## src/hdl/qadc_defines.vh

```
// constants of the four-channel converter sequencer
`ifndef QADC_DEFINES_VH
`define QADC_DEFINES_VH

// result, control word, counter and state widths
`define QADC_RES_W      10
`define QADC_CTRL_W     8
`define QADC_CNT_W      5
`define QADC_STATE_W    2

// falling-edge positions within one conversion
`define QADC_CNT_ZERO   5'h00
`define QADC_FALL_FIRST 5'h01
`define QADC_FALL_HOLD  5'h04
`define QADC_FALL_MSB   5'h05
`define QADC_FALL_LSB   5'h0e
`define QADC_FALL_LAST  5'h10

// rising-edge positions within one conversion
`define QADC_RISE_ONE   5'h01
`define QADC_RISE_CTRL  5'h08
`define QADC_RISE_LAST  5'h10

// control word channel field (bits 5..3, top bit ignored)
`define QADC_CHAN_HI    4
`define QADC_CHAN_LO    3
`define QADC_CHAN_RST   2'h0
`define QADC_CTRL_RST   8'h00

// successive approximation
`define QADC_MSB_MASK   10'h200
`define QADC_RES_RST    10'h000

`endif

```

## src/hdl/qadc_sync.v

```verilog
// two-flop synchroniser for pin inputs
`default_nettype none
module qadc_sync #(
	parameter       W       = 3,
	parameter [W-1:0] RST_VAL = {W{1'b0}}
) (
	// clock and reset
	input  wire         sys_clk,
	input  wire         resetn,
	// pins in, synchronised levels out
	input  wire [W-1:0] pinIn,
	output wire [W-1:0] syncOut
);

	reg [W-1:0] stage1_r;
	reg [W-1:0] stage2_r;

	always @(posedge sys_clk) begin
		if (!resetn) begin
			stage1_r <= RST_VAL;
			stage2_r <= RST_VAL;
		end else begin
			stage1_r <= pinIn;
			stage2_r <= stage1_r;
		end
	end

	assign syncOut = stage2_r;

endmodule // qadc_sync
`default_nettype wire

```

## src/hdl/qadc_sar.v

```verilog
// bit-serial successive-approximation engine
`default_nettype none
`include "qadc_defines.vh"
module qadc_sar (
	// clock and reset
	input  wire                   sys_clk,
	input  wire                   resetn,
	// control from the sequencer
	input  wire                   start,
	input  wire                   step,
	input  wire [`QADC_RES_W-1:0] sample,
	// decided bit and accumulated code
	output wire                   bitNow,
	output wire [`QADC_RES_W-1:0] result
);

	reg [`QADC_RES_W-1:0] sample_r;
	reg [`QADC_RES_W-1:0] mask_r;
	reg [`QADC_RES_W-1:0] result_r;
	wire [`QADC_RES_W-1:0] trial;

	// comparator: keep the trial bit while the held sample reaches it
	assign trial  = result_r | mask_r;
	assign bitNow = (mask_r != `QADC_RES_RST) && (sample_r >= trial);
	assign result = result_r;

	always @(posedge sys_clk) begin
		if (!resetn) begin
			sample_r <= `QADC_RES_RST;
			mask_r   <= `QADC_RES_RST;
			result_r <= `QADC_RES_RST;
		end else if (start) begin
			sample_r <= sample;
			mask_r   <= `QADC_MSB_MASK;
			result_r <= `QADC_RES_RST;
		end else if (step) begin
			if (bitNow)
				result_r <= trial;
			mask_r <= mask_r >> 1;
		end
	end

endmodule // qadc_sar
`default_nettype wire

```

## src/hdl/qadc_serial_sequencer.v

```verilog
// conversion sequencer and serial port of the four-channel converter
//
// What this block does
// a frame is the interval while chip select is held low
// host gives a multiple of 16 rising clock edges per frame
// first three clock cycles of a conversion track the selected input
// cycles four to fifteen hold the sample and convert it
// serial output driven only while chip select is low
// result goes out msb first from the fifth clock, straight binary
// result is ten bits, one step per 1024th of full scale
// back-to-back conversions retrack after each sixteenth edge, hold at fourth
// clock gated off while deselected; select fall with clock low counts
// with clock idling high, tracking starts on first real falling edge
// first eight rising edges of each conversion shift in the control word
// channel written now applies to the following conversion
// control bits 5..3 select the channel, other bits ignored
// top select bit ignored; low two bits pick inputs a to d
// no warm-up needed; first conversion after power-up uses input a
// powered down while deselected and between conversions
// edges of select and clock too close may delay capture by a clock
// power-down from sixteenth falling edge to next conversion's first
// output bit changes after a falling edge, sampled on next rise
// output low on cycles one to four and the two after the lsb
// channel field registered on a complete word, resets to input a
`default_nettype none
`include "qadc_defines.vh"
module qadc_serial_sequencer (
	// clock and reset
	input  wire                    sys_clk,
	input  wire                    resetn,
	// serial pins from the host
	input  wire                    chipSelN,
	input  wire                    serialClk,
	input  wire                    serialIn,
	// serial output pin, driven while the enable is high
	output wire                    serialOut,
	output wire                    serialOutOe,
	// digitised stand-ins for the four analog inputs
	input  wire [`QADC_RES_W-1:0]  analogInputA,
	input  wire [`QADC_RES_W-1:0]  analogInputB,
	input  wire [`QADC_RES_W-1:0]  analogInputC,
	input  wire [`QADC_RES_W-1:0]  analogInputD,
	// converter mode
	output wire                    trackActive,
	output wire                    holdActive,
	output wire                    powerDown,
	// status
	output wire [1:0]              chanSelect,
	output wire [`QADC_CTRL_W-1:0] controlWord,
	output wire [`QADC_RES_W-1:0]  lastResult,
	output wire                    resultDone
);

	localparam [`QADC_STATE_W-1:0] ST_PDOWN = 2'h0;
	localparam [`QADC_STATE_W-1:0] ST_TRACK = 2'h1;
	localparam [`QADC_STATE_W-1:0] ST_HOLD  = 2'h2;

	// synchronised pins and their delayed copies
	wire [2:0]                  pinSync;
	wire                        csSync;
	wire                        sclkSync;
	wire                        dinSync;
	reg                         csDly_r;
	reg                         sclkDly_r;

	// edge detection
	wire                        frameOn;
	wire                        csFall;
	wire                        sclkFallRaw;
	wire                        sclkRiseRaw;
	wire                        intFall;
	wire                        intRise;

	// sequencer state
	reg [`QADC_STATE_W-1:0]     state_r;
	reg [`QADC_STATE_W-1:0]     state_nxt;
	reg [`QADC_CNT_W-1:0]       fallCnt_r;
	reg [`QADC_CNT_W-1:0]       fallCnt_nxt;
	reg [`QADC_CNT_W-1:0]       riseCnt_r;
	reg [`QADC_CNT_W-1:0]       riseCnt_nxt;
	reg [`QADC_CNT_W-1:0]       fallNow;
	wire [`QADC_CNT_W-1:0]      riseNow;

	// phase strobes decoded from the edge counters
	wire                        fallTrack;
	wire                        fallHold;
	wire                        fallBit;
	wire                        fallLast;
	wire                        riseTake;
	wire                        riseCtrl;
	wire                        wordFull;

	// control word and channel selection
	reg [`QADC_CTRL_W-1:0]      shift_r;
	reg [`QADC_CTRL_W-1:0]      shift_nxt;
	reg [`QADC_CTRL_W-1:0]      ctrlWord_r;
	reg [`QADC_CTRL_W-1:0]      ctrlWord_nxt;
	reg [1:0]                   chanNext_r;
	reg [1:0]                   chanNext_nxt;
	reg [1:0]                   chanCur_r;
	reg [1:0]                   chanCur_nxt;

	// sampling, output and results
	reg [`QADC_RES_W-1:0]       sample_r;
	reg [`QADC_RES_W-1:0]       sample_nxt;
	reg [`QADC_RES_W-1:0]       chanMux;
	reg                         doutBit_r;
	reg                         doutBit_nxt;
	reg                         doutOe_r;
	reg [`QADC_RES_W-1:0]       lastResult_r;
	reg [`QADC_RES_W-1:0]       lastResult_nxt;
	reg                         done_r;
	reg                         done_nxt;

	// converter engine handshake
	reg                         sarStart;
	reg                         sarStep;
	wire                        sarBit;
	wire [`QADC_RES_W-1:0]      sarResult;

	// the select pin resets high so the port comes up deselected
	qadc_sync #(
		.W       (3),
		.RST_VAL (3'h1)
	) u_pinSync (
		.sys_clk (sys_clk),
		.resetn  (resetn),
		.pinIn   ({serialIn, serialClk, chipSelN}),
		.syncOut (pinSync)
	);

	assign csSync   = pinSync[0];
	assign sclkSync = pinSync[1];
	assign dinSync  = pinSync[2];

	always @(posedge sys_clk) begin
		if (!resetn) begin
			csDly_r   <= 1'b1;
			sclkDly_r <= 1'b0;
		end else begin
			csDly_r   <= csSync;
			sclkDly_r <= sclkSync;
		end
	end

	// frame is the low interval of select
	assign frameOn     = ~csSync;
	assign csFall      = csDly_r & ~csSync;
	assign sclkFallRaw = sclkDly_r & ~sclkSync;
	assign sclkRiseRaw = ~sclkDly_r & sclkSync;

	// internal clock: gated by select, and a select fall with the clock
	// low is itself the first falling edge
	assign intFall = frameOn &
		(sclkFallRaw | (csFall & ~sclkSync));
	assign intRise = frameOn & sclkRiseRaw &
		(fallCnt_r != `QADC_CNT_ZERO);

	// selected input, field already reduced to its low two bits
	always @* begin
		case (chanCur_r)
		2'h0:    chanMux = analogInputA;
		2'h1:    chanMux = analogInputB;
		2'h2:    chanMux = analogInputC;
		default: chanMux = analogInputD;
		endcase
	end

	qadc_sar u_sar (
		.sys_clk (sys_clk),
		.resetn  (resetn),
		.start   (sarStart),
		.step    (sarStep),
		.sample  (sample_r),
		.bitNow  (sarBit),
		.result  (sarResult)
	);

	// falling-edge position reached by this edge
	always @* begin
		fallNow = fallCnt_r;
		if (intFall) begin
			// a falling edge after the sixteenth starts a new conversion
			if (fallCnt_r == `QADC_CNT_ZERO ||
				fallCnt_r == `QADC_FALL_LAST)
				fallNow = `QADC_FALL_FIRST;
			else
				fallNow = fallCnt_r + `QADC_FALL_FIRST;
		end
	end

	// phase strobes, each valid only in the cycle of its edge
	assign riseNow   = riseCnt_r + `QADC_RISE_ONE;
	assign fallTrack = intFall & (fallNow == `QADC_FALL_FIRST);
	assign fallHold  = intFall & (fallNow == `QADC_FALL_HOLD);
	assign fallBit   = intFall & (fallNow >= `QADC_FALL_MSB) &
		(fallNow <= `QADC_FALL_LSB);
	assign fallLast  = intFall & (fallNow == `QADC_FALL_LAST);
	// rises past the sixteenth of a conversion shift nothing
	assign riseTake  = intRise & (riseCnt_r < `QADC_RISE_LAST);
	assign riseCtrl  = riseTake & (riseCnt_r < `QADC_RISE_CTRL);
	assign wordFull  = riseCtrl & (riseNow == `QADC_RISE_CTRL);

	// mode sequencing and edge counters
	always @* begin
		state_nxt   = state_r;
		fallCnt_nxt = fallCnt_r;
		riseCnt_nxt = riseCnt_r;
		chanCur_nxt = chanCur_r;
		if (!frameOn) begin
			// deselected: powered down, sequence abandoned
			state_nxt   = ST_PDOWN;
			fallCnt_nxt = `QADC_CNT_ZERO;
			riseCnt_nxt = `QADC_CNT_ZERO;
		end else begin
			if (intFall)
				fallCnt_nxt = fallNow;
			if (fallTrack) begin
				// the pending selection takes effect only now
				state_nxt   = ST_TRACK;
				chanCur_nxt = chanNext_r;
				riseCnt_nxt = `QADC_CNT_ZERO;
			end else if (fallHold) begin
				state_nxt   = ST_HOLD;
			end else if (fallLast) begin
				state_nxt   = ST_PDOWN;
			end
			if (riseTake)
				riseCnt_nxt = riseNow;
		end
	end

	// control word capture
	always @* begin
		shift_nxt    = shift_r;
		ctrlWord_nxt = ctrlWord_r;
		chanNext_nxt = chanNext_r;
		if (riseCtrl)
			shift_nxt = {shift_r[`QADC_CTRL_W-2:0], dinSync};
		if (wordFull) begin
			// only the complete word updates the selection
			ctrlWord_nxt = shift_nxt;
			chanNext_nxt =
				shift_nxt[`QADC_CHAN_HI:`QADC_CHAN_LO];
		end
	end

	// serial output bit and converter engine strobes
	always @* begin
		doutBit_nxt = doutBit_r;
		sarStart    = fallHold;
		sarStep     = fallBit;
		if (!frameOn)
			doutBit_nxt = 1'b0;
		else if (fallBit)
			doutBit_nxt = sarBit;
		else if (intFall)
			doutBit_nxt = 1'b0;
	end

	// result kept and flagged at the sixteenth falling edge
	always @* begin
		lastResult_nxt = lastResult_r;
		done_nxt       = fallLast;
		if (fallLast)
			lastResult_nxt = sarResult;
	end

	// the sampling capacitor follows the input while tracking
	always @* begin
		sample_nxt = sample_r;
		if (state_r == ST_TRACK)
			sample_nxt = chanMux;
	end

	// sequencer registers
	always @(posedge sys_clk) begin
		if (!resetn) begin
			state_r    <= ST_PDOWN;
			fallCnt_r  <= `QADC_CNT_ZERO;
			riseCnt_r  <= `QADC_CNT_ZERO;
			chanCur_r  <= `QADC_CHAN_RST;
		end else begin
			state_r    <= state_nxt;
			fallCnt_r  <= fallCnt_nxt;
			riseCnt_r  <= riseCnt_nxt;
			chanCur_r  <= chanCur_nxt;
		end
	end

	// control word registers; selection comes up on input a
	always @(posedge sys_clk) begin
		if (!resetn) begin
			shift_r    <= `QADC_CTRL_RST;
			ctrlWord_r <= `QADC_CTRL_RST;
			chanNext_r <= `QADC_CHAN_RST;
		end else begin
			shift_r    <= shift_nxt;
			ctrlWord_r <= ctrlWord_nxt;
			chanNext_r <= chanNext_nxt;
		end
	end

	// held sample and serial output bit
	always @(posedge sys_clk) begin
		if (!resetn) begin
			sample_r  <= `QADC_RES_RST;
			doutBit_r <= 1'b0;
		end else begin
			sample_r  <= sample_nxt;
			doutBit_r <= doutBit_nxt;
		end
	end

	// finished result and its one-cycle flag
	always @(posedge sys_clk) begin
		if (!resetn) begin
			lastResult_r <= `QADC_RES_RST;
			done_r       <= 1'b0;
		end else begin
			lastResult_r <= lastResult_nxt;
			done_r       <= done_nxt;
		end
	end

	// select acts as the output enable
	always @(posedge sys_clk) begin
		if (!resetn)
			doutOe_r <= 1'b0;
		else
			doutOe_r <= frameOn;
	end

	assign serialOut   = doutBit_r & doutOe_r;
	assign serialOutOe = doutOe_r;
	assign trackActive = (state_r == ST_TRACK);
	assign holdActive  = (state_r == ST_HOLD);
	assign powerDown   = (state_r == ST_PDOWN);
	assign chanSelect  = chanCur_r;
	assign controlWord = ctrlWord_r;
	assign lastResult  = lastResult_r;
	assign resultDone  = done_r;

endmodule // qadc_serial_sequencer
`default_nettype wire

```

## config.mk

```make
export PLATFORM = sky130hd
export DESIGN_NAME = qadc_serial_sequencer
export DESIGN_NICKNAME = d
export VERILOG_FILES = /design/src/hdl/qadc_sync.v /design/src/hdl/qadc_sar.v /design/src/hdl/qadc_serial_sequencer.v
export VERILOG_INCLUDE_DIRS = /design/src /design/src/hdl
export SDC_FILE = /design/constraint.sdc
export NUM_CORES = 1
export LEC_CHECK = 0
export BUFFER_PORTS_ARGS = -buffer_cell sky130_fd_sc_hd__buf_2
export CAP_MARGIN = 20
export CELL_PAD_IN_SITES_DETAIL_PLACEMENT = 0
export CELL_PAD_IN_SITES_GLOBAL_PLACEMENT = 1
export CORE_ASPECT_RATIO = 2
export CORE_MARGIN = 5
export CORE_UTILIZATION = 43
export DETAILED_ROUTE_END_ITERATION = 7
export PLACE_DENSITY = 0.85
export SLEW_MARGIN = 20
export SYNTH_ARGS = -nofsm -noshare
export SYNTH_HDL_FRONTEND = slang
export SYNTH_HIERARCHICAL = 1
export SYNTH_SLANG_ARGS = --single-unit
```

## constraint.sdc

```tcl
create_clock -name sys_clk -period 2.9 [get_ports sys_clk]
set_clock_uncertainty 0.15 [all_clocks]
set_input_delay 0.29 -clock sys_clk [delete_from_list [all_inputs] [get_ports sys_clk]]
set_output_delay 0.29 -clock sys_clk [all_outputs]
set_load 0.02 [all_outputs]
```

After elaboration in Yosys (flattened, before gate mapping). Index checks and enable logic that the tools add are counted.

Output and inout bits: 26. Bits of input ports: 45. Register bits: 93.

Magnitude comparators: 5. Add/subtract/negate cells: 2. Bitwise logic cells: 22. Reductions and logical operators: 17. Muxes and demuxes: 13. Equality and inequality tests: 9.

Operators with widths (count): $pmux 10 s3 (1); $mux 10 (2); $mux 5 (4); $and 1x1->1 (16); $add 5x1->5 const B (2); $eq 5x5->1 const B (2); $ge 10x10->1 (1); $or 10x10->10 (1); $reduce_bool 10->1 (1); $mux 8 (1); $reduce_bool 2->1 (4); $eq 5x1->1 const B (1); $eq 5x3->1 const B (1); $eq 5x4->1 const B (1); $ge 5x3->1 const B (1); $le 5x4->1 const B (1); $logic_not 5->1 (1); $lt 5x4->1 const B (1); $lt 5x5->1 const B (1); $reduce_bool 5->1 (1); $eq 2x1->1 const B (2); $eq 2x2->1 const B (2); $logic_not 2->1 (2); $mux 2 (2); 9 further kinds (16).

Depth between registers and ports, before layout. Gate-level depths: netlist (run 1).

Depth after elaboration: 11. Depth in mapped cells: 11. Mapped depth without buffers: 9.

Hierarchy. Netlist (run 1), hierarchy kept.

By module, submodules not included: qadc_serial_sequencer (seq. area each 1101.1 µm², cells each 290, instances 1, area each 2807.7 µm²); qadc_sar (seq. area each 600.6 µm², cells each 149, instances 1, area each 1411.4 µm²); qadc_sync (seq. area each 120.1 µm², cells each 12, instances 1, area each 157.7 µm²).

Worst setup path before layout (run 1). OpenSTA, ideal clock, no wires.

Kind: register -> register. Start point: register fallCnt_r[0]. End point: register u_sar.result_r[8], in the netlist u_sar/result[8]. Clock period less this slack: 2.491 ns. Setup time: 0.120 ns. Path buffers: 3. Arrival: 2.221 ns. Stages on the path, launching flop included: 11. Path slack: 0.409 ns. Cells stage by stage: dfxtp_1 -> buf_2 -> inv_1 -> ha_1 -> nor2_1 -> nand3_1 -> nor3_2 -> nand2b_1 -> buf_2 -> buf_2 -> o31ai_2.

Elaborated cells between the ends (all ways): 14. Those cells by class: add/sub: 1; order compare: 2; eq/ne: 2; mux: 2; bitwise: 3; reduce/logical: 4.

RTL lines: start: declaration (RTL line qadc_serial_sequencer.v:77) `` reg [`QADC_CNT_W-1:0] fallCnt_r; ``; start signal: assignment (RTL line qadc_serial_sequencer.v:280) `` fallCnt_r <= `QADC_CNT_ZERO; ``; start signal: assignment (RTL line qadc_serial_sequencer.v:285) `fallCnt_r <= fallCnt_nxt;`; parallel branches: the longest is 3 deep, another holds $add 5x1->5; $mux 5 * (RTL line qadc_serial_sequencer.v:182) `if (intFall) begin`; $eq 5x3->1 (no line) *; $and 1x1->1 * (RTL line qadc_serial_sequencer.v:195) `` assign fallHold = intFall & (fallNow == `QADC_FALL_HOLD); ``; net fallHold (RTL line qadc_serial_sequencer.v:86) `wire fallHold;`; $reduce_or 2->1 (no line) *; end signal: assignment (RTL line qadc_sar.v:31) `` result_r <= `QADC_RES_RST; ``; end signal: assignment (RTL line qadc_sar.v:35) `` result_r <= `QADC_RES_RST; ``; end signal: assignment (RTL line qadc_sar.v:38) `result_r <= trial;`; end: declaration (RTL line qadc_sar.v:19) `` reg [`QADC_RES_W-1:0] result_r; ``.

Mark *: on every way through the listed nets, which the timed path passes. A chain may end at the register's enable or synchronous reset.

Final worst setup path (run 1).
Start point: register fallCnt_r[1]. End point: register u_sar.mask_r[5].

Word-level cells in the longest chain between the ends: 7. Elaborated cells between the ends (all ways): 13. Those cells by class: add/sub: 1; order compare: 2; eq/ne: 2; mux: 2; bitwise: 3; reduce/logical: 3.

Ends and longest elaborated chain: parallel branches: the longest is 3 deep, another holds $add 5x1->5; $mux 5 * (RTL line qadc_serial_sequencer.v:182); $ge 5x3->1 (no line); $and 1x1->1 (RTL line qadc_serial_sequencer.v:196) `` assign fallBit = intFall & (fallNow >= `QADC_FALL_MSB) & ``; $and 1x1->1 * (RTL line qadc_serial_sequencer.v:196); net fallBit (RTL line qadc_serial_sequencer.v:87) `wire fallBit;`; end signal: assignment (RTL line qadc_sar.v:30) `` mask_r <= `QADC_RES_RST; ``; end signal: assignment (RTL line qadc_sar.v:34) `` mask_r <= `QADC_MSB_MASK; ``; end signal: assignment (RTL line qadc_sar.v:39) `mask_r <= mask_r >> 1;`; end: declaration (RTL line qadc_sar.v:18) `` reg [`QADC_RES_W-1:0] mask_r; ``.

Marked as above.

==> results.sh, run 1 <==
export IMPL_r2r_end="u_sar/mask_r[5]"
export IMPL_syn_nets=510
export IMPL_diodes=0
export IMPL_core_region_area_sq_um=10000
export IMPL_hold_start="serialIn"
export IMPL_via_per_inst=5.17
export IMPL_overflow=0
export IMPL_worstSetupPathType="reg -> reg"
export IMPL_worst_setup_path_start_kind="register"
export IMPL_area_growth_syn_to_layout_pct=17.2
export IMPL_finalSetupViolCount=0
export IMPL_htree_levels=3
export IMPL_syn_inst=451
export IMPL_rsz0062_at_grt="false"
export IMPL_ys_warn_count=6
export IMPL_period_minus_slack_ns=2.61
export IMPL_synthArstFlopShare_pct=0
export IMPL_p_leak_nw=2.01
export IMPL_powerDensity_nw_per_um2=491
export IMPL_rows=52
export IMPL_post_cts_resized=0
export IMPL_syn_area_per_cell_sq_um=9.70
export IMPL_finalHoldViolCount=0
export IMPL_io_buffers=70
export IMPL_vias=3380
export IMPL_drt_iter0_drc=297
export IMPL_ys_flop_type="dfxtp_1"
export IMPL_netlist_area_sq_um=4380
export IMPL_clk_path_buf_depth=2
export IMPL_synth_edf_count=0
export IMPL_worst_pin_slew_ns=0.739
export IMPL_layout_commonest_cell="dfxtp_1"
export IMPL_status="completed"
export IMPL_tritoncts="yes"
export IMPL_io_pins=71
export IMPL_grt_pass1_vias=3585
export IMPL_fin_crit_sh_pct=90.1
export IMPL_clkSinkCount=91
export IMPL_synth_seq_cells=91
export IMPL_first_pass_iters=5
export IMPL_critPathArrivalTime_ns=2.73
export IMPL_endpoint="u_sar/mask_r[5]"
export IMPL_clockRootBuffer="clkbuf_16"
export IMPL_num_nets_final=573
export IMPL_grt_first_pass_wirelength_um=15600
export IMPL_ant_nets=0
export IMPL_dieHeight_um=153
export IMPL_antenna_found_initial=0
export IMPL_clk_pin_slew_ns=0.06
export IMPL_drv_slew=0
export IMPL_hold_path_class="in -> reg"
export IMPL_die_x_um=81.3
export IMPL_r2r_slack_ns=0.29
export IMPL_dr_wl_met2_um=4820
export IMPL_cts_inserted_buffers=9
export IMPL_critPathRequiredTime_ns=3.01
export IMPL_startpoint="fallCnt_r[1]"
export IMPL_top_layer_used="met4"
export IMPL_met3WireLength_um=418
export IMPL_setup_tns_ns=0
export IMPL_initial_core_util_pct=43.7
export IMPL_clk_insertion_delay_late_ns=0.34
export IMPL_drc_errors=0
export IMPL_max_freq_mhz=383
export IMPL_track_usage_pct=15.7
export IMPL_worstReg2RegStart="fallCnt_r[1]"
export IMPL_ys_seq_area_share_pct=41.6
export IMPL_dp_hpwl_um=6930
export IMPL_cp_max_fo=20
export IMPL_cp_end_kind="register"
export IMPL_synth_cell_types=58
export IMPL_wl_per_cell_um=13.9
export IMPL_whs_ns=0.0135
export IMPL_grt_max_degree=26
export IMPL_layout_cells_most_common_list="91 x dfxtp_1, 70 x buf_2, 53 x nand2_1, 34 x nor2b_1, 28 x mux2i_1"
export IMPL_cts_setup_buffers=0
export IMPL_m1WireLength_um=3670
export IMPL_routed_wl_um=9060
export IMPL_die_area_sq_um=12400
export IMPL_maxSlewHeadroom_pct=50.6
export IMPL_ir_worst_vdd_mv=0.349
export IMPL_place_gp_congestion=0.950
export IMPL_fillCellCount=964
export IMPL_layout_drive_gt1_share_pct=25.4
export IMPL_reg2regPathDepth=10
export IMPL_cap_viol_max_count=0
-- power by group --
group / leakage (nW) / switching [mW] / internal, mW
clock: 0.145 / 0.478 / 0.691
combinational: 1.13 / 0.0414 / 0.0498
sequential: 0.734 / 0.00277 / 1.26
total: 2.01 / 0.522 / 2.00
-- routing by layer --
layer,vias to the layer above,global-route usage (%)
met5,-,0
met4,0,8.38
met3,12,2.66
met2,96,27.0
met1,1562,17.8
li1,1710,-
-- worst max-delay path, cell delays in order (launching register included) --
cell and delay, ns:
dfxtp_1 0.47, inv_1 0.10, ha_1 0.37, nor2b_1 0.21, o32a_1 0.18, a21oi_1 0.05
a221oi_1 0.42, nor3_1 0.09, buf_4 0.21, nand2b_1 0.15, a21oi_1 0.14
-- worst min path at each step --
stage | endpoint | slack [ns] | cells after the start
after floorplan | u_pinSync/stage1_r[0] | 0.21 | 1
after global placement | u_pinSync/syncOut[0] | 0.25 | 1
after detailed placement | u_pinSync/syncOut[0] | 0.25 | 1
after CTS | u_pinSync/stage1_r[2] | 0.006 | 2
after global routing | u_pinSync/stage1_r[2] | 0.02 | 2
final | u_pinSync/stage1_r[2] | 0.01 | 2
-- through the flow --
| step | cells | power (mW) | setup slack (ns) | area [sq um] | utilization, % |
|---|---|---|---|---|---|
| 2_1_floorplan | 451 | 1.34 | 0.409 | 4380 | - |
| 3_3_place_gp | 637 | 1.37 | 0.422 | 4820 | 48.1 |
| 3_5_place_dp | 637 | 1.38 | 0.360 | 4820 | 48.1 |
| 4_1_cts | 654 | 2.55 | 0.335 | 5130 | 51.2 |
| 5_1_grt | 654 | 2.62 | 0.0304 | 5130 | 51.2 |
| 6_report | 654 | 2.52 | 0.287 | 5130 | 51.2 |
-- flip-flops by register name, summed over array words and instances, names as in the netlist, 2 cells and up --
name and flops:
fallCnt_r 5, u_pinSync/stage1_r 3, controlWord 8, shift_r 8, sample_r 10, lastResult 10, riseCnt_r 5, state_r 2
u_sar/sample_r 10, u_sar/mask_r 10, u_sar/result 10, chanSelect 2, u_pinSync/syncOut 3
-- synth_stat cells (3+ instances only) --
master	instances	share of area [%]
buf_6	4	1.0
buf_2	8	0.91
nor3_2	3	0.69
nor4_1	4	0.57
a21oi_1	27	3.1
o21a_1	3	0.51
mux4_2	10	5.1
nand3_1	11	1.3
nand2b_1	17	2.4
nor2b_1	34	4.9
ha_1	14	4.0
nor3_1	4	0.46
o21ai_1	4	0.46
inv_1	7	0.60
a31oi_1	5	0.71
clkbuf_1	16	1.4
o21ai_0	3	0.34
nor2_1	24	2.1
dfxtp_1	91	42
mux2i_1	28	6.4
and3_1	4	0.57
and2_1	7	1.0
nand2_1	53	4.5
o31ai_2	7	2.0
o211a_1	8	1.8
nand4_1	5	0.71
a21boi_0	10	1.7
-- cell type report --
class / instances / area (sq um) / area share (%)
multi-input cells: 323 / 2370 / 46.2
flip-flops and latches: 91 / 1820 / 35.5
repair buffers: 81 / 435 / 8.49
clock buffers: 10 / 239 / 4.66
well taps: 135 / 169 / 3.29
clock inverters: 6 / 63.8 / 1.24
inverters: 8 / 30.0 / 0.585
-- cells by family after synthesis --
group                      share of synthesized area (%)
and+or+nand+nor                                     22.2
DFF                                                 41.6
AOI/OAI and AO/OA                                   15.8
muxes                                               11.8
buffers and inverters                               4.17
adders and majority gates                           4.00
xor gates and xnor gates                           0.400
-- what timing repair did --
item / 4_1_cts / 5_1_grt
hold endpoints to repair: 1 / 0
hold buffers: 1 / 0
endpoints found under the setup margin: 0 / 0
(Power assumes the default switching activity.)
==> run 2: changes to the inputs <==
--- a/config.mk
+++ b/config.mk
@@ -14,7 +14,9 @@
 export CORE_MARGIN = 5
 export CORE_UTILIZATION = 43
 export DETAILED_ROUTE_END_ITERATION = 7
+export HOLD_SLACK_MARGIN = 0.06
 export PLACE_DENSITY = 0.85
+export SETUP_SLACK_MARGIN = 0.3
 export SLEW_MARGIN = 20
 export SYNTH_ARGS = -nofsm -noshare
 export SYNTH_HDL_FRONTEND = slang
==> run 2 against run 1 <==
Compared with the run above: routed wire length grew 1.6%; power is essentially flat; utilization grew 0.67 points; count of clock-buffer cells in the layout is the same; largest cell class unchanged; design area grew 1.3%; highest routed layer unchanged; sequential share of layout area shrank 0.39 points; sequential power is essentially flat; fmax grew 9.7%.
==> results.sh, run 2 (synthesis gave the netlist of run 1 again) <==
export IMPL_diodes=0
export IMPL_p_int_mw=2.00
export IMPL_dieHeight_um=153
export IMPL_critPathArrivalTime_ns=2.46
export IMPL_cap_viol_max_count=0
export IMPL_power_total_mw=2.52
export IMPL_num_nets_final=577
export IMPL_worstReg2RegStart="fallCnt_r[0]"
export IMPL_fillCellCount=963
export IMPL_core_region_area_sq_um=10000
export IMPL_maxSlewHeadroom_pct=54.8
export IMPL_fin_crit_sh_pct=82.1
export IMPL_worst_setup_path_start_kind="register"
export IMPL_ant_nets=0
export IMPL_htree_levels=3
export IMPL_critPathRequiredTime_ns=2.98
export IMPL_worst_pin_slew_ns=0.677
export IMPL_io_buffers=70
export IMPL_clk_insertion_delay_late_ns=0.34
export IMPL_powerDensity_nw_per_um2=485
export IMPL_area_growth_syn_to_layout_pct=18.8
export IMPL_hold_start="resetn"
export IMPL_cts_inserted_buffers=9
export IMPL_finalSetupViolCount=0
export IMPL_hold_path_class="in -> reg"
export IMPL_grt_pass1_vias=3600
export IMPL_layout_commonest_cell="dfxtp_1"
export IMPL_worstSetupPathType="reg -> reg"
export IMPL_status="completed"
export IMPL_clk_pin_slew_ns=0.06
export IMPL_comb_power_share_pct=3.7
export IMPL_hold_depth=2
export IMPL_drt_iter0_drc=291
export IMPL_seqPwrFrac_pct=49.9
export IMPL_vias=3431
export IMPL_multi_input_area_sq_um=2390
export IMPL_place_gp_congestion=0.950
export IMPL_layout_drive_gt1_share_pct=27.2
export IMPL_rows=52
export IMPL_period_minus_slack_ns=2.38
export IMPL_reg2regPathDepth=9
export IMPL_routed_wl_um=9210
export IMPL_clk_path_buf_depth=2
export IMPL_dp_hpwl_um=6930
export IMPL_grt_first_pass_wirelength_um=15700
export IMPL_drv_slew=0
export IMPL_overflow=0
export IMPL_drc_errors=0
export IMPL_first_pass_iters=4
export IMPL_regArea_sq_um=1830
export IMPL_r2r_slack_ns=0.52
export IMPL_max_freq_mhz=420
export IMPL_pwr_share_clk_pct=46.3
export IMPL_die_area_sq_um=12400
export IMPL_wl_per_cell_um=14.0
export IMPL_ir_worst_vdd_mv=0.400
export IMPL_p_leak_nw=2.04
export IMPL_r2r_end="u_sar/sample_r[5]"
export IMPL_finalHoldViolCount=0
export IMPL_initial_core_util_pct=43.7
export IMPL_layout_cells_most_common_list="88 x dfxtp_1, 71 x buf_2, 53 x nand2_1, 32 x nor2b_1, 28 x mux2i_1"
export IMPL_final_cell_area_sq_um=5200
export IMPL_cp_max_fo=11
export IMPL_setup_tns_ns=0
export IMPL_die_x_um=81.3
export IMPL_clkSinkCount=91
export IMPL_rsz0062_at_grt="false"
export IMPL_via_per_inst=5.21
export IMPL_antenna_found_initial=0
export IMPL_whs_endpoint="sample_r[6]"
export IMPL_netSwitchingFraction_pct=20.7
export IMPL_placed_cell_area_sq_um=4820
export IMPL_grt_max_degree=26
export IMPL_track_usage_pct=15.8
export IMPL_cp_end_kind="register"
export IMPL_clockRootBuffer="clkbuf_16"
export IMPL_tritoncts="yes"
export IMPL_io_pins=71
export IMPL_p_switching_uw=521
## run 2: cell types whose count changed in the layout (fill, tap and decap cells not counted), sizes merged
cell | before | now
dlygate4sd3 | 1 | 3
buf | 80 | 82
## run 2: worst max-delay path by stage
stage	from	to	slack (ns)	cells past startpoint
4_1_cts	fallCnt_r[2]	lastResult[1]	0.33	6
2_1_floorplan	fallCnt_r[0]	u_sar/result[8]	0.41	10
3_3_place_gp	fallCnt_r[2]	lastResult[5]	0.42	6
3_5_place_dp	fallCnt_r[1]	u_sar/mask_r[6]	0.36	10
5_1_grt	fallCnt_r[0]	u_sar/result[1]	0.35	10
6_report	fallCnt_r[0]	u_sar/sample_r[5]	0.52	9
## run 2: worst max-delay path, cell delays in order, from the launching register on
cell and delay, ns:
dfxtp_1 0.31, buf_4 0.17, ha_1 0.23, buf_4 0.17, nor2_1 0.28, a21oi_1 0.09, nor3_2 0.30, buf_4 0.29
mux2i_1 0.21, nor2b_1 0.07
## run 2: power groups by stage
stage | registers [mW] | clock network [mW] | logic [mW]
final | 1.26 | 1.17 | 0.0939
after global routing | 1.26 | 1.26 | 0.103
after CTS | 1.26 | 1.20 | 0.0944
after detailed placement | 1.29 | 0 | 0.0912
after global placement | 1.29 | 0 | 0.0890
after floorplan | 1.29 | 0 | 0.0498
## run 2: metrics by stage
stage	setup WS [ns]	utilization [%]	std cells	hold WS, ns
6_report	0.518	51.9	658	0.244
3_5_place_dp	0.360	48.1	637	0.254
5_1_grt	0.349	51.9	658	0.260
3_3_place_gp	0.422	48.1	637	0.247
4_1_cts	0.335	51.4	656	0.252
2_1_floorplan	0.409	-	451	0.213
## run 2: cell type report
class / count / share of cell area (%)
Clock buffer: 10 / 4.60
Multi-Input combinational cell: 323 / 46.0
Timing Repair Buffer: 85 / 9.24
Inverter: 8 / 0.578
Sequential cell: 91 / 35.1
Clock inverter: 6 / 1.23
Tap cell: 135 / 3.25
## run 2: repair_timing
action | 4_1_cts | 5_1_grt
hold endpoints to repair | 3 | 0
endpoints found under the setup margin | 0 | 44
hold buffers | 3 | 0
gates resized for setup | 0 | 10
buffers inserted | 0 | 1
## run 2: metal layers
metal / GRT usage [%] / vias to the layer above / part of all wire [%]
met1: 17.8 / 1601 / 40
met5: 0 / - / 0
met3: 2.66 / 17 / 4.2
met2: 27.2 / 91 / 53
li1: - / 1722 / -
met4: 8.38 / 0 / 2.2
